### src/inc/hsf_pkg.sv
// Purpose: Shared constants and types of the hot swap fault sequencer.
// Assumes: 200 MHz timebase clock.
// Notes: Times are kept in their own unit; cycle counts derive from them.
package hsf_pkg;
   // Timebase period
   localparam int unsigned CLK_PERIOD_NS = 5;
   // Filter and delay times, as printed
   localparam int unsigned T_FILT_MS_NS = 1000000; // 1.0 ms fault filter
   localparam int unsigned T_OT_NS = 12000; // 12 us over-temperature filter
   localparam int unsigned T_OC_FILT_NS = 100000; // 100 us overcurrent filter
   localparam int unsigned T_OC_REG_MS = 3; // 3.0 ms overcurrent regulation
   localparam int unsigned T_PG_DLY_MS = 20; // 20 ms power-good delay
   localparam int unsigned T_TMR_DEF_MS = 200; // Default delay timer
   localparam int unsigned T_TMR_MIN_MS = 100; // Shortest external setting
   localparam int unsigned T_TMR_MAX_MS = 1000; // Longest external setting
   // Cycle counts; least times round up
   localparam int unsigned MS_CYC_DEF = (T_FILT_MS_NS + CLK_PERIOD_NS - 1) / CLK_PERIOD_NS;
   localparam int unsigned OT_CYC = (T_OT_NS + CLK_PERIOD_NS - 1) / CLK_PERIOD_NS;
   localparam int unsigned OC_FILT_CYC_DEF = (T_OC_FILT_NS + CLK_PERIOD_NS - 1) / CLK_PERIOD_NS;
   // Retry limit and field widths
   localparam int unsigned RETRY_MAX = 10;
   localparam int unsigned RETRY_W = 4;
   localparam int unsigned TMR_W = 10;
   // Sequencer states
   typedef enum logic [1:0] {
      HSF_WAIT = 2'h0, // Delay timer running, switch off
      HSF_CHARGE = 2'h1, // Charging the load capacitor
      HSF_PGDLY = 2'h2, // Fully enhanced, power-good delay
      HSF_NORMAL = 2'h3 // Normal operation
   } hsf_state_t;
endpackage : hsf_pkg

### src/verilog/hsf_sync.sv
// Purpose: Two-flop synchroniser for one asynchronous indication.
// Assumes: Single clock domain downstream.
// Notes: First stage feeds only the second stage.
`timescale 1ns/1ps
`default_nettype none
module hsf_sync (
   input wire logic mclk_i,
   input wire logic rst_b_i,
   input wire logic async_i,
   output logic sync_o
);
   logic meta_q; // First stage, read only by sync_o
   logic meta_d;
   logic sync_d;
   // Next values
   always_comb begin
      meta_d = async_i;
      sync_d = meta_q;
   end
   // Two stages in series
   always_ff @(posedge mclk_i or negedge rst_b_i) begin
      if (!rst_b_i) begin
         meta_q <= 1'b0;
         sync_o <= 1'b0;
      end else begin
         meta_q <= meta_d;
         sync_o <= sync_d;
      end
   end
endmodule // hsf_sync
`default_nettype wire

### src/verilog/hsf_filt.sv
// Purpose: Persistence filter for one synchronised indication.
// Assumes: Input already synchronous to mclk_i.
// Notes: SYMM=1 qualifies both edges; otherwise only the rising one.
`timescale 1ns/1ps
`default_nettype none
module hsf_filt #(
   parameter int unsigned TC = 16, // Terminal count in cycles
   parameter bit SYMM = 1'b0 // Filter the release too
) (
   input wire logic mclk_i,
   input wire logic rst_b_i,
   input wire logic in_i,
   output logic flag_o
);
   localparam int unsigned CW = $clog2(TC + 1);
   logic [CW-1:0] cnt_q; // Persistence counter
   logic [CW-1:0] cnt_d;
   logic flag_d;
   // Count while the input differs from the qualified level
   always_comb begin
      cnt_d = '0;
      flag_d = flag_o;
      if (in_i != flag_o) begin
         if (!in_i && !SYMM) begin
            flag_d = 1'b0; // Release is immediate
         end else if (cnt_q == CW'(TC - 1)) begin
            flag_d = in_i;
         end else begin
            cnt_d = cnt_q + 1'b1;
         end
      end
   end
   // Registers
   always_ff @(posedge mclk_i or negedge rst_b_i) begin
      if (!rst_b_i) begin
         cnt_q <= '0;
         flag_o <= 1'b0;
      end else begin
         cnt_q <= cnt_d;
         flag_o <= flag_d;
      end
   end
endmodule // hsf_filt
`default_nettype wire

### src/verilog/hsf_seq.sv
// Purpose: Start-up, retry and fault sequencing of a hot swap controller.
// Assumes: Comparator indications are asynchronous, active high.
// Notes: One ms prescaler paces the delay timer, power-good delay and
//        overcurrent regulation window.
// Functional notes
// - Power-good pair asserted only in normal operation
// - Disable over 1.0 ms drops power-good
// - Over-temperature over 12 us drops power-good
// - Over/undervoltage over 1.0 ms drops power-good
// - Overcurrent over 3.0 ms drops power-good
// - One delay timer paces start-up and retry
// - Timer 200 ms default, else 100-1000 ms
// - Qualified overvoltage: switch off until clear
// - Overvoltage filtered for 1.0 ms
// - Qualified undervoltage: switch off until clear
// - Undervoltage filtered for 1.0 ms
// - Inactive disable means enabled
// - Disable changes filtered for 1.0 ms
// - Disable clears latched fault state
// - Overcurrent filtered for 100 us
// - Charge limit in start-up, overcurrent limit otherwise
// - Start after full timer period, retries at most 10
// - Enhanced: 20 ms, power-good, retries cleared
// - Violation switches off, restarts timer cycle
`timescale 1ns/1ps
`default_nettype none
module hsf_seq #(
   parameter int unsigned MS_CYC = hsf_pkg::MS_CYC_DEF, // Cycles per ms
   parameter int unsigned OC_FILT_CYC = hsf_pkg::OC_FILT_CYC_DEF // Overcurrent filter
) (
   input wire logic mclk_i,
   input wire logic rst_b_i,
   input wire logic overvoltage_sense_i, // Above overvoltage threshold
   input wire logic undervoltage_sense_i, // Below undervoltage threshold
   input wire logic overtemp_sense_i, // Die above shutdown temperature
   input wire logic overcurrent_sense_i, // Load above overcurrent limit
   input wire logic disable_req_i, // Disable pin away from inactive level
   input wire logic full_enh_i, // Switch reached full enhancement
   input wire logic timer_ext_i, // External timer setting present
   input wire logic [hsf_pkg::TMR_W-1:0] timer_ms_i, // External setting in ms
   output logic switch_en_o, // Pass element enable
   output logic charge_limit_sel_o, // 1: charge limit, 0: overcurrent limit
   output logic power_good_out_o, // Active high power good
   output logic power_good_out_b_o, // Active low power good
   output logic oc_mode_o, // Overcurrent regulation active
   output logic [hsf_pkg::RETRY_W-1:0] retry_cnt_o // Retry counter
);
   localparam int unsigned PW = $clog2(MS_CYC + 1);
   localparam int unsigned TW = hsf_pkg::TMR_W;
   localparam int unsigned RW = hsf_pkg::RETRY_W;

   // Synchronised indications, one per fault or disable input
   logic [4:0] raw_w;
   logic [4:0] syn_w;
   // Qualified indications
   logic ov_q;
   logic uv_q;
   logic ot_q;
   logic dis_q;
   logic oc_q;

   assign raw_w = {disable_req_i, overcurrent_sense_i, overtemp_sense_i,
                   undervoltage_sense_i, overvoltage_sense_i};

   // One synchroniser per indication
   genvar gi;
   generate
      for (gi = 0; gi < 5; gi++) begin : g_sync
         hsf_sync u_sync (
            .mclk_i(mclk_i),
            .rst_b_i(rst_b_i),
            .async_i(raw_w[gi]),
            .sync_o(syn_w[gi])
         );
      end
   endgenerate

   // Fault filters
   hsf_filt #(.TC(MS_CYC), .SYMM(1'b0)) u_ov_filt (
      .mclk_i(mclk_i),
      .rst_b_i(rst_b_i),
      .in_i(syn_w[0]),
      .flag_o(ov_q)
   );
   hsf_filt #(.TC(MS_CYC), .SYMM(1'b0)) u_uv_filt (
      .mclk_i(mclk_i),
      .rst_b_i(rst_b_i),
      .in_i(syn_w[1]),
      .flag_o(uv_q)
   );
   hsf_filt #(.TC(hsf_pkg::OT_CYC), .SYMM(1'b0)) u_ot_filt (
      .mclk_i(mclk_i),
      .rst_b_i(rst_b_i),
      .in_i(syn_w[2]),
      .flag_o(ot_q)
   );
   hsf_filt #(.TC(OC_FILT_CYC), .SYMM(1'b0)) u_oc_filt (
      .mclk_i(mclk_i),
      .rst_b_i(rst_b_i),
      .in_i(syn_w[3]),
      .flag_o(oc_q)
   );
   // Disable is qualified in both directions so a glitch cannot re-enable
   hsf_filt #(.TC(MS_CYC), .SYMM(1'b1)) u_dis_filt (
      .mclk_i(mclk_i),
      .rst_b_i(rst_b_i),
      .in_i(syn_w[4]),
      .flag_o(dis_q)
   );

   // Sequencer state
   hsf_pkg::hsf_state_t state_q;
   hsf_pkg::hsf_state_t state_d;
   logic [PW-1:0] pre_q; // Cycle prescaler to one ms
   logic [PW-1:0] pre_d;
   logic [TW-1:0] ms_q; // Millisecond count of the current phase
   logic [TW-1:0] ms_d;
   logic [RW-1:0] retry_d;
   logic ot_p_q; // Previous qualified over-temperature
   logic dis_p_q; // Previous qualified disable
   logic sw_d;
   logic chg_d;
   logic pg_d;
   logic ocm_d;
   // Combinational helpers
   logic ok_w; // All start-up conditions hold
   logic tick_w; // Last cycle of a millisecond
   logic [TW-1:0] tmr_len_w; // Delay timer length in ms
   logic restart_w; // Phase timing restarts
   logic oc_trip_w; // Overcurrent outlasted regulation window

   // Timer length: default without a setting, else clamped setting
   always_comb begin
      if (!timer_ext_i) begin
         tmr_len_w = TW'(hsf_pkg::T_TMR_DEF_MS);
      end else if (timer_ms_i < TW'(hsf_pkg::T_TMR_MIN_MS)) begin
         tmr_len_w = TW'(hsf_pkg::T_TMR_MIN_MS);
      end else if (timer_ms_i > TW'(hsf_pkg::T_TMR_MAX_MS)) begin
         tmr_len_w = TW'(hsf_pkg::T_TMR_MAX_MS);
      end else begin
         tmr_len_w = timer_ms_i;
      end
   end

   // Condition checks
   always_comb begin
      ok_w = !ov_q && !uv_q && !ot_q && !dis_q;
      tick_w = (pre_q == PW'(MS_CYC - 1));
      oc_trip_w = (state_q == hsf_pkg::HSF_NORMAL) && oc_q && tick_w &&
                  (ms_q == TW'(hsf_pkg::T_OC_REG_MS - 1));
   end

   // Next state and outputs
   always_comb begin
      state_d = state_q;
      retry_d = retry_cnt_o;
      case (state_q)
         hsf_pkg::HSF_WAIT: begin
            // Full timer period of good conditions and retries in range
            if (ok_w && tick_w && (ms_q == tmr_len_w - 1'b1) &&
                (retry_cnt_o <= RW'(hsf_pkg::RETRY_MAX))) begin
               state_d = hsf_pkg::HSF_CHARGE;
            end
         end
         hsf_pkg::HSF_CHARGE: begin
            if (!ok_w) begin
               state_d = hsf_pkg::HSF_WAIT;
            end else if (full_enh_i) begin
               state_d = hsf_pkg::HSF_PGDLY;
            end
         end
         hsf_pkg::HSF_PGDLY: begin
            if (!ok_w) begin
               state_d = hsf_pkg::HSF_WAIT;
            end else if (tick_w && (ms_q == TW'(hsf_pkg::T_PG_DLY_MS - 1))) begin
               state_d = hsf_pkg::HSF_NORMAL;
               retry_d = '0;
            end
         end
         hsf_pkg::HSF_NORMAL: begin
            if (!ok_w || oc_trip_w) begin
               state_d = hsf_pkg::HSF_WAIT;
            end
         end
         default: begin
            state_d = hsf_pkg::HSF_WAIT;
         end
      endcase
      // Temperature, disable and overcurrent restarts are counted
      if (((ot_q && !ot_p_q) || (dis_q && !dis_p_q) || oc_trip_w) &&
          (retry_cnt_o != '1)) begin
         retry_d = retry_cnt_o + 1'b1;
      end
      // Re-enabling clears the latched retry count
      if (!dis_q && dis_p_q) begin
         retry_d = '0;
      end
      // Phase timing restarts on any state change, bad conditions while
      // waiting, or leaving overcurrent regulation
      restart_w = (state_d != state_q) || !ok_w ||
                  ((state_q == hsf_pkg::HSF_NORMAL) && !oc_q);
      pre_d = (restart_w || tick_w) ? '0 : pre_q + 1'b1;
      if (restart_w) begin
         ms_d = '0;
      end else begin
         ms_d = tick_w ? ms_q + 1'b1 : ms_q;
      end
      // Outputs follow the next state so they leave flops directly
      sw_d = (state_d != hsf_pkg::HSF_WAIT);
      chg_d = (state_d == hsf_pkg::HSF_CHARGE);
      pg_d = (state_d == hsf_pkg::HSF_NORMAL);
      ocm_d = pg_d && oc_q;
   end

   // State registers
   always_ff @(posedge mclk_i or negedge rst_b_i) begin
      if (!rst_b_i) begin
         state_q <= hsf_pkg::HSF_WAIT;
         pre_q <= '0;
         ms_q <= '0;
         retry_cnt_o <= '0;
         ot_p_q <= 1'b0;
         dis_p_q <= 1'b0;
         switch_en_o <= 1'b0;
         charge_limit_sel_o <= 1'b0;
         power_good_out_o <= 1'b0;
         power_good_out_b_o <= 1'b1;
         oc_mode_o <= 1'b0;
      end else begin
         state_q <= state_d;
         pre_q <= pre_d;
         ms_q <= ms_d;
         retry_cnt_o <= retry_d;
         ot_p_q <= ot_q;
         dis_p_q <= dis_q;
         switch_en_o <= sw_d;
         charge_limit_sel_o <= chg_d;
         power_good_out_o <= pg_d;
         power_good_out_b_o <= !pg_d;
         oc_mode_o <= ocm_d;
      end
   end
endmodule // hsf_seq
`default_nettype wire

### config.mk
export PLATFORM = sky130hd
export DESIGN_NAME = hsf_seq
export DESIGN_NICKNAME = d
export VERILOG_FILES = /design/src/inc/hsf_pkg.sv /design/src/verilog/hsf_sync.sv /design/src/verilog/hsf_filt.sv /design/src/verilog/hsf_seq.sv
export SDC_FILE = /design/constraint.sdc
export NUM_CORES = 1
export LEC_CHECK = 0
export BUFFER_PORTS_ARGS = -buffer_cell sky130_fd_sc_hd__buf_4
export CORE_UTILIZATION = 30
export DETAILED_ROUTE_END_ITERATION = 8
export PLACE_DENSITY = 0.47
export SKIP_LAST_GASP = 1
export SLEW_MARGIN = 20
export SYNTH_ARGS = -nofsm -noshare
export SYNTH_HDL_FRONTEND = slang
export SYNTH_SLANG_ARGS = --single-unit
### constraint.sdc
create_clock -name mclk_i -period 5.41 [get_ports mclk_i]
set_clock_uncertainty 0.15 [all_clocks]
set_input_delay 0.8115 -clock mclk_i [delete_from_list [all_inputs] [get_ports mclk_i]]
set_output_delay 0.8115 -clock mclk_i [all_outputs]
set_load 0.01 [all_outputs]
# == Word-level counts from Yosys, hierarchy flattened ==
# Index checks and enable logic that the tools add are counted.
# op_classes
addsub,9
n_lt_le_gt_ge,3
eq_ne,25
n_mux,40
reduce_logical,43
# ops
op,count
$mux W18,9
$add A18 B1 Y18 const B,4
$eq A18 B18 Y1 const B,4
$mux W10,5
$mux W15,3
$mux W12,3
$mux W4,5
$logic_and A1 B1 Y1,16
$add A15 B1 Y15 const B,1
$eq A15 B15 Y1 const B,1
$add A12 B1 Y12 const B,1
$eq A12 B12 Y1 const B,1
$mux W2,6
$add A10 B1 Y10 const B,1
$eq A10 B10 Y1,1
$eq A10 B2 Y1 const B,1
$eq A10 B5 Y1 const B,1
$gt A10 B10 Y1 const B,1
$lt A10 B7 Y1 const B,1
$reduce_and A2 Y1,5
$sub A10 B1 Y10 const B,1
$logic_not A1 Y1,9
$reduce_bool A3 Y1,3
$mux W1,8
other kinds (13),29
# word_totals
reg_bits,137
inputBits,19
output_inout_bits,9
elab_cells,151

# == Depth between registers and ports, before layout ==
# logic_depth
depth_word,15
depth_mapped,14
ltp_nobuf,11

# == By module ==
# From an unflattened synthesis, not the netlist that was laid out.
# hier_totals
cells_unflattened,715
area_unflattened_um2,7044.3
# by_module_without_submodules
mod,n_inst,cells_each,area_per_inst_um2,seq_area_each_um2
hsf_seq,1,280,2546.2,1027.2
hsf_filt (u_ov_filt ...),2,95,930.9,475.5
hsf_filt (u_dis_filt),1,99,987.2,475.5
hsf_filt (u_oc_filt),1,75,769.5,400.4
hsf_filt (u_ot_filt),1,61,629.4,325.3
hsf_sync,5,2,50.0,50.0

# == Worst setup path before layout ==
# No wires, ideal clock.
# synth_timing
path_type,input-to-reg
from,in timer_ms_i[3] in the netlist's numbering
to,reg ms_q[3]
setup_time_ns,0.138
t_arrival_ns,3.661
t_required_ns,5.122
slack_ns,1.460
cell_stages,14
path_buffers,3
path_cell_list,clkbuf_1 -> o31ai_1 -> a211oi_2 -> nand4b_1 -> ha_1 -> buf_2 -> or4b_1 -> o21a_1 -> nor3_1 -> xor2_1 -> o2111ai_1 -> and4b_4 -> buf_6 -> nor3_1
# synth_via
elab_chain_len,14
word_cells_on_any_way,16
classes_between,add/sub (1); order compare (2); eq/ne (2); mux (6); reduce/logical (5)
# synth_rtl
item,line_no,text
start: declaration,hsf_seq.sv:40,"input wire logic [hsf_pkg::TMR_W-1:0] timer_ms_i,"
$gt A10 B10 Y1,hsf_seq.sv:138,end else if (timer_ms_i > TW'(hsf_pkg::T_TMR_MAX_MS)) begin
$mux W10,hsf_seq.sv:138,
$mux W10 *,hsf_seq.sv:136,end else if (timer_ms_i < TW'(hsf_pkg::T_TMR_MIN_MS)) begin
$mux W10 *,hsf_seq.sv:134,if (!timer_ext_i) begin
$sub A10 B1 Y10 *,hsf_seq.sv:160,if (ok_w && tick_w && (ms_q == tmr_len_w - 1'b1) &&
$eq A10 B10 Y1 *,hsf_seq.sv:160,
$logic_and A1 B1 Y1 * (2 in series),hsf_seq.sv:160,
$mux W2 *,hsf_seq.sv:160,
$pmux W2 S4 *,hsf_seq.sv:157,case (state_q)
$ne A2 B2 Y1 *,hsf_seq.sv:200,restart_w = (state_d != state_q) || !ok_w ||
$logic_or A1 B1 Y1 * (2 in series),hsf_seq.sv:200,
$mux W10 / $reduce_bool A2 Y1 (equally long branches),--,
end signal: assignment,hsf_seq.sv:232,ms_q <= ms_d;
end: declaration,hsf_seq.sv:116,logic [TW-1:0] ms_q;
# Every way passes the cells marked *; elsewhere a longest branch is shown, timed or not.
# A chain may end at the register's enable or synchronous reset.

# == Worst setup path after layout ==
# layout_timing
from,in timer_ms_i[7] in the netlist's numbering
to,reg ms_q[0]
# The elaborated chain is that of the path after synthesis.

==> summary.txt <==
Yosys
  • Synthesized instance count: 712
  • Flip-flop and latch count after synthesis: 137
  • Mean Syn Cell Area: 9.69 µm²
  • Fraction of synthesized area in multiplexers: 0.163%
  • Top-count cell post-synth: dfrtp_1
  • Post-synthesis xor/xnor area fraction: 12.4%
  • Warnings, synthesis: 0
  • Commonest cells in the netlist: dfrtp_1 (136), nor2_1 (120), xor2_1 (57)
  • Simple-gate area share of the yosys netlist: 26.5%
  • Count of cell types in the netlist: 63
  • Synth Net Count: 742
  • Synth area leader: dfrtp_1
  • Fraction of the mapped netlist area in compound gates: 6.22%
  • Main area contributors after synthesis: dfrtp_1 (49%), xor2_1 (7.2%), nor2_1 (6.5%)
  • Combined area of all synthesized cells: 6900 µm²
  • Flip-flop cell with the highest count after synthesis: dfrtp_1
  • Share of synthesized area occupied by flip-flops and latches: 49.7%
  • Share of Yosys cell area claimed by the top area cell type: 49.3%
  • Fraction of registers with async set/reset: 100%
  • EDFF count, synth: 0
  • Combinational family with the most area after synthesis: simple AND/OR/NAND/NOR gates
  • Adder-Cell Fraction of Synth Area: 2.14%

Power and ir drop
  • Power per standard cell area: 295 nW/µm²
  • Static Leak: 3.43 nW
  • Worst ir drop on vdd: 0.000149 V
  • Total power draw: 2.36 mW

Clock tree
  • Clock Root Buffer: clkbuf_16
  • Worst-skew pair later-pin latency: 0.41 ns
  • CTS max path bufs: 2
  • CTS hold repair buffers: 0
  • Number of CTS-inserted buffers: 17
  • Clock tree sinks: 137
  • Number of levels the H-tree was split into: 4
  • CTS clk-pin slew, worst paths: 0.06 ns
  • Number of buffers added for setup after CTS: 0
  • Post_cts resized: 0
  • CTS tree: built

Timing
  • Post-route minimum period: 3.85 ns
  • Final setup fails: 0
  • Final setup margin: 1.56 ns
  • Total negative slack: 0 ns
  • Unrepaired setup endpoints after global routing: false
  • Max Fclk: 0.260 GHz
  • Max-slew violations: 0
  • Number of hold violations in the final report: 0
  • Final period util: 71.2%
  • Worst slew margin relative to its limit: 42.6%
  • Actual transition at the worst max-transition pin: 0.861 ns

GRT
  • Number of antenna violations at the first check in global routing: 0
  • Global-route wire length before repair: 24.2 mm
  • Combined global-route utilization of all metal layers: 12.7%
  • Number of global-route vias before repair: 5098
  • Largest net degree at the start of global routing: 96
  • Total grt overflow: 0

Detailed routing
  • Vias per std cell: 4.92
  • Per-cell routed wire length: 13.6 µm
  • Total Routed Length: 14.1 mm
  • Pre-Repair DR Iteration Count: 6
  • DRT antenna net count: 0
  • Detailed Route Iter0 Violations: 233
  • DRC violation count after routing: 0
  • Vias: 5088

Worst setup path
  • Kind of start point of the critical path: input pin
  • CP required: 5.52 ns
  • Crit Path Class: input pin to register
  • Maximum fanout along the worst path: 13
  • Data arrival time at the worst-slack endpoint: 3.96 ns
  • Setup crit end kind: register
  • Worst-case reg-to-reg path depth: 7

Worst hold path
  • Class of the worst hold path: register to register
  • Count of cells along the worst hold path: 0

Floorplanning
  • Die footprint: 23600 µm²
  • Horizontal die dimension: 154 µm
  • Std-Cell Core Area: 22600 µm²
  • Effective utilization at floorplan: 30.6%
  • Std cell rows: 55
  • Total I/O pin count: 28
  • Die height: 154 µm

Cells and area
  • Combined area of the multi-input logic cells: 3280 µm²
  • Share of layout cells above drive strength 1: 10.3%
  • Net total in the final layout: 767
  • Antenna Cells: 0
  • Relative area change from synthesis to final layout: 15.7%
  • Final std cell area, no fill: 7990 µm²
  • Sequential cell area: 3430 µm²
  • Layout filler cell count: 2257

Placement
  • Post-detail-place hpwl: 9.84 mm
  • Global placement routability congestion: 0.819
  • Total cell area at the placement stage: 7370 µm²
  • Setup slack at placement: 1.14 ns
  • Count of input and output buffers: 27

Status
  • Result of the run: complete, no violations

Job
  • Max_cap viols: 0
path summary, 6_finish.rpt:
kind	from	endpoint	slack, ns
min in group asynchronous	rst_b_i	pre_q[13]	0.32
setup / recovery	timer_ms_i[7]	ms_q[0]	1.56
hold / removal	g_sync[2].u_sync.meta_q	g_sync[2].u_sync.sync_o	0.20
max in group asynchronous	rst_b_i	u_oc_filt.cnt_q[7]	3.67
setup reg to reg	pre_q[7]	pre_q[7]	2.41
hold reg to reg	g_sync[2].u_sync.meta_q	g_sync[2].u_sync.sync_o	0.20
final cells by class:
| type | instances | area share [%] |
|---|---|---|
| Clock buffer | 18 | 5.50 |
| Clock inverter | 14 | 2.18 |
| Inverter | 25 | 1.18 |
| Multi-Input combinational cell | 528 | 41.1 |
| Sequential cell | 137 | 42.9 |
| Tap cell | 285 | 4.47 |
| Timing Repair Buffer | 28 | 2.68 |
cells in the final DEF, fill, tap and decap left out, types with 6 or more instances in the layout:
master,count
nand2_1,45
clkinv_4,6
dfrtp_1,136
xnor2_1,41
and3_1,30
nor3_1,21
clkbuf_16,17
a21oi_1,11
and2_1,6
inv_1,25
nand4_1,14
nand3_1,50
nor2b_1,6
or3_1,6
nor2_1,120
xor2_1,57
nor4_1,14
o21ai_0,12
and4_1,6
buf_4,27
a31oi_1,6
ha_1,11
worst max-delay path, cell delays in order:
cell and delay, ns:
buf_4 0.16, nand3_1 0.14, a211oi_2 0.47, nand4b_1 0.22
ha_1 0.33, or4b_1 0.51, o21a_1 0.19, nor3_1 0.26
xor2_1 0.17, o2111ai_1 0.11, and4b_4 0.48, nor4_1 0.09
through the flow:
step	hold WS (ns)	std cells	util (%)
2_1_floorplan	0.181	712	-
6_report	0.201	1035	35.4
3_5_place_dp	0.189	1003	32.7
4_1_cts	0.203	1035	35.4
3_3_place_gp	0.189	1003	32.7
5_1_grt	0.206	1035	35.4
sequential cells by signal, indices dropped and copies added (netlist names), 2 cells and up:
signal,flops
u_uv_filt.cnt_q,18
g_sync.u_sync.meta_q,5
u_ov_filt.cnt_q,18
u_dis_filt.cnt_q,18
pre_q,18
u_oc_filt.cnt_q,15
g_sync.u_sync.sync_o,5
u_ot_filt.cnt_q,12
state_q,2
ms_q,10
retry_cnt_o,4
cell families after synthesis:
kind of cell,count (synthesis)
buffers and inverters,47
and+or+nand+nor,355
xor gates and xnor gates,98
adders and majority gates,12
DFF,137
AOI/OAI and AO/OA,62
muxes,1
layer usage:
metal	GRT usage, %	part of all wire, %	vias to the layer above
li1	-	-	2527
met1	15.8	47	2476
met2	20.9	49	72
met3	3.13	3.3	13
met4	5.14	1.4	0
met5	0	0	-
power breakdown:
| group | switching [mW] | internal [mW] | total [mW] | leakage (nW) |
|---|---|---|---|---|
| logic | 0.0741 | 0.0395 | 0.114 | 1.26 |
| registers | 0.0174 | 1.05 | 1.06 | 1.87 |
| clock network | 0.440 | 0.739 | 1.18 | 0.300 |
No activity file was read; power rests on OpenSTA's default activity.
